--- src/pkg/sock_rx_pkg.sv ---
package sock_rx_pkg;

  // ----------------------------------------
  // Register indices (word indices; byte offset is four times the index)
  // ----------------------------------------
  localparam logic [7:0] idx_rx_buffer_capacity = 8'h1e;
  localparam logic [7:0] idx_rx_received_size = 8'h26;
  localparam logic [7:0] idx_rx_read_pointer = 8'h28;
  localparam logic [7:0] idx_rx_write_pointer = 8'h2a;
  localparam logic [7:0] idx_socket_event_mask = 8'h2c;
  localparam logic [7:0] idx_ip_fragment_field = 8'h2d;
  localparam logic [7:0] idx_keepalive_interval = 8'h2f;
  localparam logic [7:0] idx_command = 8'h30;
  localparam logic [7:0] idx_socket_event_flags = 8'h31;
  localparam logic [7:0] idx_status = 8'h32;

  // ----------------------------------------
  // Reset values
  // ----------------------------------------
  localparam logic [15:0] rst_rx_read_pointer = 16'h0000;
  localparam logic [15:0] rst_rx_write_pointer = 16'h0000;
  localparam logic [7:0] rst_socket_event_mask = 8'hff;
  localparam logic [15:0] rst_ip_fragment_field = 16'h4000;
  localparam logic [7:0] rst_keepalive_interval = 8'h00;
  localparam logic [4:0] rst_rx_buffer_capacity = 5'h02;

  // ----------------------------------------
  // Event bit positions
  // ----------------------------------------
  localparam int ev_session_made = 0;
  localparam int ev_session_closed = 1;
  localparam int ev_rx_arrived = 2;
  localparam int ev_timeout = 3;
  localparam int ev_tx_done = 4;
  localparam int ev_width = 5;

  // ----------------------------------------
  // Command codes and status bits
  // ----------------------------------------
  localparam logic [2:0] cmd_open = 3'h1;
  localparam logic [2:0] cmd_receive_done = 3'h2;
  localparam logic [2:0] cmd_send = 3'h3;
  localparam logic [2:0] cmd_keepalive = 3'h4;
  localparam int st_session_up = 0;
  localparam int st_traffic_seen = 1;
  localparam int st_tcp_mode = 2;

  // ----------------------------------------
  // Timing
  // ----------------------------------------
  localparam longint keepalive_unit_s = 5;
  localparam longint clk_hz = 250000000;
  localparam longint keepalive_unit_cycles = keepalive_unit_s * clk_hz;

endpackage : sock_rx_pkg

--- src/core/keepalive_timer.sv ---
`timescale 1ns/100ps
module keepalive_timer #(
  parameter longint unit_cycles = sock_rx_pkg::keepalive_unit_cycles
)
(
  // Clock and reset
  input wire logic sys_clk_i,
  input wire logic nrst_i,
  // Control
  input wire logic enable_i,
  input wire logic [7:0] interval_i,
  input wire logic manual_i,
  // Result
  output logic peer_probe_o
);

  if (unit_cycles < 1 || unit_cycles > 64'h0000_00ff_ffff_ffff)
  begin : g_bad_unit
    $error("unit_cycles must fit the forty-bit unit counter");
  end

  logic [39:0] unit_count;
  logic [7:0] unit_total;
  logic unit_tick;
  logic period_done;
  logic auto_mode;

  assign auto_mode = (interval_i != 8'h00);
  assign unit_tick = (unit_count == 40'(unit_cycles - 1));
  assign period_done = unit_tick && ((unit_total + 8'h01) >= interval_i);

  // ----------------------------------------
  // Interval counting
  // ----------------------------------------
  always_ff @(posedge sys_clk_i or negedge nrst_i)
  begin
    if (!nrst_i)
    begin
      unit_count <= 40'h0;
      unit_total <= 8'h00;
    end
    else if (!enable_i || !auto_mode || period_done)
    begin
      unit_count <= 40'h0;
      unit_total <= 8'h00;
    end
    else if (unit_tick)
    begin
      unit_count <= 40'h0;
      unit_total <= unit_total + 8'h01;
    end
    else
    begin
      unit_count <= unit_count + 40'h1;
    end
  end

  always_ff @(posedge sys_clk_i or negedge nrst_i)
  begin
    if (!nrst_i)
    begin
      peer_probe_o <= 1'b0;
    end
    else
    begin
      peer_probe_o <= enable_i && (auto_mode ? period_done : manual_i);
    end
  end

endmodule : keepalive_timer

--- src/core/socket_rx_pointer_regs.sv ---
// The AHB-Lite register port is this design's own decision.
`timescale 1ns/100ps
module socket_rx_pointer_regs #(
  parameter longint keepalive_cycles = sock_rx_pkg::keepalive_unit_cycles,
  parameter int socket_index = 0
)
(
  // Clock and reset
  input wire logic sys_clk_i,
  input wire logic nrst_i,
  // AHB-Lite slave
  input wire logic hsel_i,
  input wire logic [31:0] haddr_i,
  input wire logic [1:0] htrans_i,
  input wire logic hwrite_i,
  input wire logic [2:0] hsize_i,
  input wire logic [31:0] hwdata_i,
  input wire logic hready_i,
  output logic [31:0] hrdata_o,
  output logic hreadyout_o,
  output logic hresp_o,
  // Protocol engine side
  input wire logic [15:0] rx_stored_bytes_i,
  input wire logic rx_stored_valid_i,
  input wire logic [4:0] event_pulse_i,
  input wire logic session_up_i,
  input wire logic tcp_mode_i,
  input wire logic [7:0] global_event_flags_i,
  output logic [15:0] ip_fragment_field_o,
  output logic [15:0] rx_write_pointer_o,
  output logic peer_probe_o,
  output logic send_cmd_o,
  // Host interrupt pin
  output logic host_irq_low_o
);

  if (socket_index < 0 || socket_index > 7)
  begin : g_bad_index
    $error("socket_index must be 0 to 7");
  end
  if (keepalive_cycles < 1 || keepalive_cycles > 64'h0000_00ff_ffff_ffff)
  begin : g_bad_cycles
    $error("keepalive_cycles must fit the forty-bit unit counter");
  end

  // ----------------------------------------
  // Functions
  // ----------------------------------------
  function automatic logic [15:0] bytes_of_kb(input logic [4:0] kb);
    begin
      bytes_of_kb = {1'b0, kb, 10'h000};
    end
  endfunction : bytes_of_kb

  function automatic logic size_legal(input logic [7:0] kb);
    begin
      size_legal = (kb == 8'h00) || (kb == 8'h01) || (kb == 8'h02) || (kb == 8'h04) ||
        (kb == 8'h08) || (kb == 8'h10);
    end
  endfunction : size_legal

  function automatic logic addr_is(input logic [31:0] a, input logic [7:0] idx);
    begin
      addr_is = (a[31:2] == {22'h0, idx});
    end
  endfunction : addr_is

  // ----------------------------------------
  // Bus address phase capture
  // ----------------------------------------
  logic wr_pend;
  logic [31:0] wr_addr;
  logic rd_take;
  logic wr_take;
  assign rd_take = hsel_i && hready_i && htrans_i[1] && !hwrite_i;
  assign wr_take = hsel_i && hready_i && htrans_i[1] && hwrite_i;
  assign hreadyout_o = 1'b1;
  assign hresp_o = 1'b0;

  always_ff @(posedge sys_clk_i or negedge nrst_i)
  begin
    if (!nrst_i)
    begin
      wr_pend <= 1'b0;
      wr_addr <= 32'h0;
    end
    else
    begin
      wr_pend <= wr_take;
      wr_addr <= haddr_i;
    end
  end

  // ----------------------------------------
  // Write decode
  // ----------------------------------------
  logic we_capacity;
  logic we_read_ptr;
  logic we_mask;
  logic we_frag;
  logic we_kpalv;
  logic we_cmd;
  logic we_flags;
  assign we_capacity = wr_pend && addr_is(wr_addr, sock_rx_pkg::idx_rx_buffer_capacity);
  assign we_read_ptr = wr_pend && addr_is(wr_addr, sock_rx_pkg::idx_rx_read_pointer);
  assign we_mask = wr_pend && addr_is(wr_addr, sock_rx_pkg::idx_socket_event_mask);
  assign we_frag = wr_pend && addr_is(wr_addr, sock_rx_pkg::idx_ip_fragment_field);
  assign we_kpalv = wr_pend && addr_is(wr_addr, sock_rx_pkg::idx_keepalive_interval);
  assign we_cmd = wr_pend && addr_is(wr_addr, sock_rx_pkg::idx_command);
  assign we_flags = wr_pend && addr_is(wr_addr, sock_rx_pkg::idx_socket_event_flags);

  logic cmd_open_hit;
  logic cmd_receive_done_cmd_hit;
  logic cmd_send_hit;
  logic cmd_ka_hit;
  assign cmd_open_hit = we_cmd && (hwdata_i[2:0] == sock_rx_pkg::cmd_open);
  assign cmd_receive_done_cmd_hit = we_cmd && (hwdata_i[2:0] == sock_rx_pkg::cmd_receive_done);
  assign cmd_send_hit = we_cmd && (hwdata_i[2:0] == sock_rx_pkg::cmd_send);
  assign cmd_ka_hit = we_cmd && (hwdata_i[2:0] == sock_rx_pkg::cmd_keepalive);

  // ----------------------------------------
  // Registers
  // ----------------------------------------
  logic [4:0] rx_buffer_capacity;
  logic [15:0] rx_read_pointer;
  logic [15:0] rx_read_committed;
  logic [15:0] rx_write_pointer;
  logic [7:0] socket_event_mask;
  logic [15:0] ip_fragment_field;
  logic [7:0] keepalive_interval;
  logic [4:0] socket_event_flags;
  logic traffic_seen;
  logic [15:0] rx_received_size;

  always_ff @(posedge sys_clk_i or negedge nrst_i)
  begin
    if (!nrst_i)
    begin
      rx_buffer_capacity <= sock_rx_pkg::rst_rx_buffer_capacity;
      socket_event_mask <= sock_rx_pkg::rst_socket_event_mask;
      ip_fragment_field <= sock_rx_pkg::rst_ip_fragment_field;
      keepalive_interval <= sock_rx_pkg::rst_keepalive_interval;
    end
    else
    begin
      if (we_capacity && size_legal(hwdata_i[7:0]))
      begin
        rx_buffer_capacity <= hwdata_i[4:0];
      end
      if (we_mask)
      begin
        socket_event_mask <= {3'h0, hwdata_i[4:0]};
      end
      if (we_frag)
      begin
        ip_fragment_field <= hwdata_i[15:0];
      end
      if (we_kpalv)
      begin
        keepalive_interval <= hwdata_i[7:0];
      end
    end
  end

  // ----------------------------------------
  // Receive pointers
  // ----------------------------------------
  always_ff @(posedge sys_clk_i or negedge nrst_i)
  begin
    if (!nrst_i)
    begin
      rx_read_pointer <= sock_rx_pkg::rst_rx_read_pointer;
      rx_read_committed <= sock_rx_pkg::rst_rx_read_pointer;
      rx_write_pointer <= sock_rx_pkg::rst_rx_write_pointer;
    end
    else if (cmd_open_hit)
    begin
      rx_read_pointer <= sock_rx_pkg::rst_rx_read_pointer;
      rx_read_committed <= sock_rx_pkg::rst_rx_read_pointer;
      rx_write_pointer <= sock_rx_pkg::rst_rx_write_pointer;
    end
    else
    begin
      if (we_read_ptr)
      begin
        rx_read_pointer <= hwdata_i[15:0];
      end
      if (cmd_receive_done_cmd_hit)
      begin
        rx_read_committed <= rx_read_pointer;
      end
      if (rx_stored_valid_i)
      begin
        rx_write_pointer <= rx_write_pointer + rx_stored_bytes_i;
      end
    end
  end

  logic [15:0] raw_size;
  logic [15:0] cap_bytes;
  assign raw_size = rx_write_pointer - rx_read_committed;
  assign cap_bytes = bytes_of_kb(rx_buffer_capacity);
  assign rx_received_size = (raw_size > cap_bytes) ? cap_bytes : raw_size;

  // ----------------------------------------
  // Events and interrupt
  // ----------------------------------------
  logic [4:0] flag_set;
  assign flag_set = event_pulse_i & socket_event_mask[4:0];

  always_ff @(posedge sys_clk_i or negedge nrst_i)
  begin
    if (!nrst_i)
    begin
      socket_event_flags <= 5'h00;
      traffic_seen <= 1'b0;
      host_irq_low_o <= 1'b1;
    end
    else
    begin
      socket_event_flags <= (socket_event_flags & ~(we_flags ? hwdata_i[4:0] : 5'h00))
        | flag_set;
      if (cmd_open_hit)
      begin
        traffic_seen <= 1'b0;
      end
      else if (rx_stored_valid_i || event_pulse_i[sock_rx_pkg::ev_tx_done])
      begin
        traffic_seen <= 1'b1;
      end
      host_irq_low_o <= !(|(socket_event_flags & socket_event_mask[4:0])
        && global_event_flags_i[socket_index]);
    end
  end

  // ----------------------------------------
  // Keep-alive
  // ----------------------------------------
  logic ka_enable;
  logic probe;
  assign ka_enable = tcp_mode_i && session_up_i && traffic_seen;

  keepalive_timer #(
    .unit_cycles(keepalive_cycles)
  ) u_keepalive (
    .sys_clk_i(sys_clk_i),
    .nrst_i(nrst_i),
    .enable_i(ka_enable),
    .interval_i(keepalive_interval),
    .manual_i(cmd_ka_hit),
    .peer_probe_o(probe)
  );

  always_ff @(posedge sys_clk_i or negedge nrst_i)
  begin
    if (!nrst_i)
    begin
      send_cmd_o <= 1'b0;
    end
    else
    begin
      send_cmd_o <= cmd_send_hit;
    end
  end

  assign peer_probe_o = probe;
  assign ip_fragment_field_o = ip_fragment_field;
  assign rx_write_pointer_o = rx_write_pointer;

  // ----------------------------------------
  // Read data
  // ----------------------------------------
  logic [31:0] rd_mux;
  logic [7:0] status_bits;
  assign status_bits = {5'h00, tcp_mode_i, traffic_seen, session_up_i};
  always_comb
  begin
    rd_mux = 32'h0;
    if (addr_is(haddr_i, sock_rx_pkg::idx_rx_buffer_capacity))
    begin
      rd_mux = {27'h0, rx_buffer_capacity};
    end
    else if (addr_is(haddr_i, sock_rx_pkg::idx_rx_received_size))
    begin
      rd_mux = {16'h0, rx_received_size};
    end
    else if (addr_is(haddr_i, sock_rx_pkg::idx_rx_read_pointer))
    begin
      rd_mux = {16'h0, rx_read_pointer};
    end
    else if (addr_is(haddr_i, sock_rx_pkg::idx_rx_write_pointer))
    begin
      rd_mux = {16'h0, rx_write_pointer};
    end
    else if (addr_is(haddr_i, sock_rx_pkg::idx_socket_event_mask))
    begin
      rd_mux = {24'h0, socket_event_mask};
    end
    else if (addr_is(haddr_i, sock_rx_pkg::idx_ip_fragment_field))
    begin
      rd_mux = {16'h0, ip_fragment_field};
    end
    else if (addr_is(haddr_i, sock_rx_pkg::idx_keepalive_interval))
    begin
      rd_mux = {24'h0, keepalive_interval};
    end
    else if (addr_is(haddr_i, sock_rx_pkg::idx_socket_event_flags))
    begin
      rd_mux = {27'h0, socket_event_flags};
    end
    else if (addr_is(haddr_i, sock_rx_pkg::idx_status))
    begin
      rd_mux = {24'h0, status_bits};
    end
  end

  always_ff @(posedge sys_clk_i or negedge nrst_i)
  begin
    if (!nrst_i)
    begin
      hrdata_o <= 32'h0;
    end
    else if (rd_take)
    begin
      hrdata_o <= rd_mux;
    end
  end

endmodule : socket_rx_pointer_regs

--- config.mk ---
export PLATFORM = sky130hd
export DESIGN_NAME = socket_rx_pointer_regs
export DESIGN_NICKNAME = d
export VERILOG_FILES = /design/src/pkg/sock_rx_pkg.sv /design/src/core/keepalive_timer.sv /design/src/core/socket_rx_pointer_regs.sv
export SDC_FILE = /design/constraint.sdc
export NUM_CORES = 1
export LEC_CHECK = 0
export BUFFER_PORTS_ARGS = -buffer_cell sky130_fd_sc_hd__buf_2
export CORE_ASPECT_RATIO = 1.2
export CORE_UTILIZATION = 40
export CTS_CLUSTER_SIZE = 24
export DETAILED_ROUTE_END_ITERATION = 8
export SLEW_MARGIN = 20
export SYNTH_ARGS = -nofsm -noshare
export SYNTH_HDL_FRONTEND = slang
export SYNTH_HIERARCHICAL = 1
export SYNTH_SLANG_ARGS = --single-unit
--- constraint.sdc ---
create_clock -name sys_clk_i -period 4 [get_ports sys_clk_i]
set_input_delay 0.8 -clock sys_clk_i [delete_from_list [all_inputs] [get_ports sys_clk_i]]
set_output_delay 0.8 -clock sys_clk_i [all_outputs]
set_load 0.005 [all_outputs]
==> results of run 1 <==
area by class of cell:
cell class / instances / area, sq um
Antenna cell: 2 / 5.00
Clock buffer: 19 / 433
Clock inverter: 13 / 194
Fill cell: 2383 / 13000
Inverter: 39 / 146
Multi-Input combinational cell: 791 / 5540
Sequential cell: 187 / 4690
Tap cell: 330 / 413
Timing Repair Buffer: 186 / 1110
worst paths after layout:
path                                          end  slack (ns)  cells past startpoint
max                                   hrdata_o[4]       -0.05                     20
min                        rx_write_pointer_o[13]        0.44                      1
max reg2reg                           hrdata_o[4]       -0.05                     20
min reg2reg                  rx_read_committed[2]        0.49                      2
max in group asynchronous          host_irq_low_o        2.61                      2
min in group sys_clk_i                wr_addr[12]        0.47                      1
what timing repair did:
item                                   4_1_cts  5_1_grt
gates cloned                                 1        0
setup buffers                                0        4
pin swaps                                    8        8
endpoints found under the hold margin        0        0
hold buffers                                 0        0
setup endpoints to repair                   14       15
gates resized for setup                      9       17
stage by stage:
stage          hold slack [ns]  setup slack [ns]  utilization  instances
2_1_floorplan            0.450            0.0474            -       1068
3_3_place_gp             0.470            -0.134        0.460       1528
3_5_place_dp             0.477            -0.175        0.460       1528
4_1_cts                  0.455           -0.0838        0.486       1561
5_1_grt                  0.455            -0.358        0.490       1565
6_report                 0.439           -0.0527        0.490       1567
worst register-to-register path, delay by kind of cell (launching register included):
family	cells	cell delay (ns)
xor gates and xnor gates	1	0.17
buffers and inverters	2	0.27
and+or+nand+nor	7	1.13
DFF	1	0.38
AOI/OAI and AO/OA	7	1.18
adders and majority gates	3	0.85
state kept, by name, summed over array words and instances (netlist names), 5 cells and up:
name,cells
hrdata_o,16
ip_fragment_field_o,16
keepalive_interval,8
rx_buffer_capacity,5
rx_read_committed,16
rx_read_pointer,16
rx_write_pointer_o,16
socket_event_flags,5
socket_event_mask,6
u_keepalive/unit_count,40
u_keepalive/unit_total,8
wr_addr,30
synthesized netlist by cell type, types with 9 or more instances:
cell type  count  area share
a21o_1         9      0.0065
a21oi_1       25       0.012
a222oi_1       9      0.0086
a22o_1        11      0.0092
a22oi_1       14       0.010
and2_1        13      0.0078
buf_4         19       0.014
clkbuf_1      26      0.0094
dfrtp_1      178        0.43
dfstp_2        9       0.023
ha_1          45       0.054
inv_1         38       0.014
mux2_2        31       0.033
mux2i_1       29       0.028
nand2_1       76       0.027
nand2b_1       9      0.0054
nand3_1       41       0.020
nand4_1       34       0.020
nor2_1       115       0.041
nor3_1        29       0.014
nor4_1        22       0.013
o21a_1        11      0.0079
o21ai_0       36       0.017
o22ai_1       12      0.0072
or3_1         11      0.0066
xnor2_1       34       0.029
xor2_1        33       0.028
cells by family after synthesis:
group | after synthesis | synth area share
compound gates | 185 | 0.127
fa+ha+maj | 48 | 0.0588
mux | 60 | 0.0613
other cells | 2 | 0.000721
xor+xnor | 67 | 0.0563
simple gates | 413 | 0.206
buf+inv | 90 | 0.0397
flops | 187 | 0.450
per-layer routing:
metal	part of all wire	up-vias	track usage
met3	0.054	43	0.0455
met5	0.00056	-	0
li1	-	4155	-
met2	0.49	229	0.372
met1	0.43	4181	0.283
met4	0.027	4	0.0918
power by group:
group,total (mW),internal [mW],switching [mW]
clock,1.82,1.05,0.767
combinational,2.55,1.19,1.36
sequential,2.16,2.04,0.123
total,6.54,4.29,2.25
==> flow_metrics.tcl, run 1 <==
set metrics [dict create \
    status "finished, violations left" \
    violations "negative setup slack" \
    wl_microns 28800 \
    layout_commonest_cell "dfrtp_1" \
    cts_buffers 17 \
    synthFlopType "dfrtp_1" \
    yosysUniqueCellTypes 79 \
    ys_seq_elements 187 \
    post-route-period-util 1.01 \
    die-area_sq_mm 0.0267 \
    critPathLaunch "rx_write_pointer_o[0]" \
    syn_area_per_cell_sq_um 9.91 \
    fin_skew_ns 0.0109 \
    mostFrequentLayoutCells "178 x dfrtp_1, 126 x buf_2, 114 x nor2_1, 75 x nand2_1, 56 x buf_4" \
    critPathCaptureType "register" \
    cts.sinks 187 \
    area_growth_pct 20.2 \
    total_power_mw 6.54 \
    io_pins 175 \
    die_y_microns 179 \
    dp_hpwl_microns 21700 \
    port_buffers 127 \
    synth-edff-count 0 \
    routedWlPerCell_microns 18.4 \
    finalCriticalPeriod_ns 4.05 \
    hp-class "input pin to asynchronous set/reset pin" \
    power.leakage_nw 5.71 \
    drt_first_pass_iters 7 \
    cts_root_buffer "clkbuf_16" \
    power_density_mw_per_mm2 522 \
    vdd_drop_max_uv 329 \
    synthesis.instances 1052 \
    vias 8612 \
    ant_nets 0 \
    grt_max_degree 107 \
    drt_iter0_markers 540 \
    drive_gt1_frac 0.244 \
    worst_ep_required_time_ns 4.36 \
    clk_pin_slew_ns 0.07 \
    gp_congestion 0.879 \
    maxCapViolCount 0 \
    crit_type "register to register" \
    grt_pass1_wl_microns 45400 \
    yosysWarnings 6 \
    grt_pass1_vias 8460 \
    setup_slack_ns -0.0527 \
    relSlewSlack 0.407 \
    grt-ovfl-total 0 \
    slowest_delay_ns 0.38 \
    antenna_found_initial 3 \
    crit_arrival_ns 4.42 \
    insertion_delay_ns 0.45 \
    synth_area_sq_mm 0.0104 \
    nNetsFinal 1375 \
    worst_slew_pin_slew_ns 0.890 \
    hold_viol_final 0 \
    cp_top_family "compound AO/OA/AOI/OAI gates" \
    rows 64 \
    worstPathMaxFanout 6 \
    drc 0 \
    async_reset_ff_frac 1.00 \
    max_freq_ghz 0.247 \
    start_util 0.408 \
    placed_area_sq_mm 0.0118 \
    synth.yosys.seq_area_share 0.450 \
    crit_chain "inv_2 -> ha_4 -> fa_2 -> nor2b_4 -> o2111ai_2 -> nand3b_1 -> a41oi_2 -> o21ai_2 -> o41ai_2 -> xnor2_1 -> ha_1 -> nand4_1 -> nor3_2 -> o211ai_1 -> or3_1 -> o41ai_2 -> buf_4 -> nand3_4 -> o211a_1 -> nor3_2" \
    start_kind "register" \
    fp.coreArea_sq_mm 0.0255 \
    finalSetupViolations 4 \
    slew_violations 0 \
    grtUsageTotal 0.224 \
    cts_tree "yes" \
    fin_area_sq_mm 0.0125 \
    h-tree-depth 4 \
    r2r-start "rx_write_pointer_o[0]" \
    die_w_microns 149 \
    rsz0062_at_grt "yes" \
    cp.buffers_inverters 2 \
    ctsLongestPathBuffers 2 \
    vias_per_cell 5.50 \
    tns_ns -0.0794 \
    slowest_stage "dfrtp_1" \
]
Note: power is estimated with default switching activity, not from simulation.
==> run 2, diff against run 1 <==
Settings changed: CTS_BUF_LIST set to sky130_fd_sc_hd__clkbuf_2.
==> flow_metrics.tcl, run 2 (same netlist as run 1, synthesis figures left out) <==
set metrics [dict create \
    hold_viol_final 0 \
    worst_ep_required_time_ns 4.72 \
    max_freq_ghz 0.245 \
    antenna_found_initial 4 \
    area_growth_pct 18.2 \
    grt_max_degree 107 \
    finalCriticalPeriod_ns 4.08 \
    nNetsFinal 1383 \
    fp.coreArea_sq_mm 0.0255 \
    tns_ns -0.503 \
    slowest_stage "dfrtp_1" \
    crit_type "register to register" \
    cp.depth 21 \
    status "finished, violations left" \
    r2r-start "rx_write_pointer_o[0]" \
    cp.buffers_inverters 3 \
    drive_gt1_frac 0.245 \
    regToRegSetupSlack_ns -0.08 \
    port_buffers 127 \
    die-area_sq_mm 0.0267 \
    slew_violations 0 \
    critPathCaptureType "register" \
    wl_microns 28600 \
    setup_slack_ns -0.0802 \
    mostFrequentLayoutCells "178 x dfrtp_1, 126 x buf_2, 114 x nor2_1, 75 x nand2_1, 52 x buf_4" \
    maxCapViolCount 0 \
    post-route-period-util 1.02 \
    routedWlPerCell_microns 18.2 \
    finalSetupViolations 12 \
    hp-class "input pin to asynchronous set/reset pin" \
    drt_iter0_markers 503 \
    h-tree-depth 4 \
    worst_slew_pin_slew_ns 0.878 \
    grtUsageTotal 0.222 \
    fin_hold_ws_ns 0.0586 \
    r2r_cells 21 \
    io_pins 175 \
    rows 64 \
    critPathLaunch "rx_write_pointer_o[0]" \
    crit_arrival_ns 4.80 \
    r2r-end "hrdata_o[10]" \
    cts_tree "yes" \
    power.leakage_nw 5.63 \
    start_kind "register" \
    power_density_mw_per_mm2 478 \
    ant_nets 0 \
    cts.sinks 187 \
    vias_per_cell 5.50 \
    largest_reg_flops 40 \
    drc 0 \
    slowest_delay_ns 0.44 \
    vias 8671 \
    crit_chain "inv_2 -> ha_4 -> fa_2 -> nor2b_4 -> o2111ai_2 -> nand3b_1 -> a41oi_2 -> o21ai_2 -> o41ai_2 -> xnor2_1 -> ha_1 -> nand4_1 -> nor3_2 -> o211ai_1 -> or3_4 -> o41ai_4 -> buf_4 -> buf_6 -> or2_4 -> a21oi_2 -> o31ai_1" \
    drt_first_pass_iters 6 \
    clk_pin_slew_ns 0.29 \
    relSlewSlack 0.415 \
    worstSetupEndpoint "hrdata_o[10]" \
    fin_skew_ns 0.0546 \
    insertion_delay_ns 0.80 \
    total_power_mw 5.89 \
    grt_pass1_vias 8404 \
    cts_buffers 17 \
    fin_area_sq_mm 0.0123 \
    largest-register "u_keepalive/unit_count" \
    die_w_microns 149 \
    grt_pass1_wl_microns 45200 \
    violations "negative setup slack" \
    layout_commonest_cell "dfrtp_1" \
    grt-ovfl-total 0 \
    gp_congestion 0.879 \
    final_util 0.482 \
    worstPathMaxFanout 5 \
    dp_hpwl_microns 21700 \
    reg_top3 "u_keepalive/unit_count x40, wr_addr x30" \
    start_util 0.408 \
    cp_top_family "compound AO/OA/AOI/OAI gates" \
    rsz0062_at_grt "yes" \
    ctsLongestPathBuffers 2 \
    die_y_microns 179 \
    vdd_drop_max_uv 319 \
    placed_area_sq_mm 0.0118 \
    cts_root_buffer "clkbuf_2" \
]
[run 2: final cells by class]
| cell class | instances | area (sq um) |
|---|---|---|
| diodes | 3 | 7.51 |
| clock buffers | 19 | 95.1 |
| clock inverters | 13 | 194 |
| fillers | 2414 | 13200 |
| inverters | 39 | 146 |
| multi-input cells | 791 | 5570 |
| flip-flops and latches | 187 | 4690 |
| well taps | 330 | 413 |
| repair buffers | 194 | 1200 |
[run 2: worst min path at each step]
| stage | depth (start not counted) | slack (ns) | end | from |
|---|---|---|---|---|
| 4_1_cts | 1 | 0.02 | wr_addr[18] | haddr_i[18] |
| 2_1_floorplan | 2 | 0.45 | rx_read_committed[2] | rx_read_committed[2] |
| 3_3_place_gp | 2 | 0.47 | rx_read_committed[2] | rx_read_committed[2] |
| 6_report | 1 | 0.06 | rx_write_pointer_o[13] | nrst_i |
| 3_5_place_dp | 2 | 0.48 | rx_read_committed[2] | rx_read_committed[2] |
| 5_1_grt | 1 | 0.01 | wr_addr[29] | haddr_i[29] |
[run 2: metrics by stage]
stage,setup WS (ns),instances
floorplan,0.0474,1068
global placement,-0.134,1528
detailed placement,-0.175,1528
CTS,-0.138,1562
global route,-0.392,1574
finish,-0.0802,1576
[run 2: metal layers]
metal | wire [microns] | part of all wire | vias up | track usage
li1 | - | - | 4182 | -
met1 | 12100 | 0.42 | 4187 | 0.282
met2 | 14100 | 0.49 | 248 | 0.371
met3 | 1520 | 0.053 | 50 | 0.0427
met4 | 823 | 0.029 | 4 | 0.0855
met5 | 16 | 0.00056 | - | 0
[run 2: timing repair]
action	in CTS	in global routing
hold buffers	0	9
gates cloned	1	0
buffers inserted	1	2
setup endpoints to repair	15	15
pin swaps	12	6
hold endpoints to repair	0	9
resized for setup	12	22
[run 2: where the power goes]
group          leakage [nW]  total (mW)  switching (mW)  internal (mW)
logic                  3.15        2.62            1.38           1.24
clock network         0.163        1.11           0.682          0.423
registers              2.32        2.17           0.125           2.04
total                  5.63        5.89            2.18           3.70
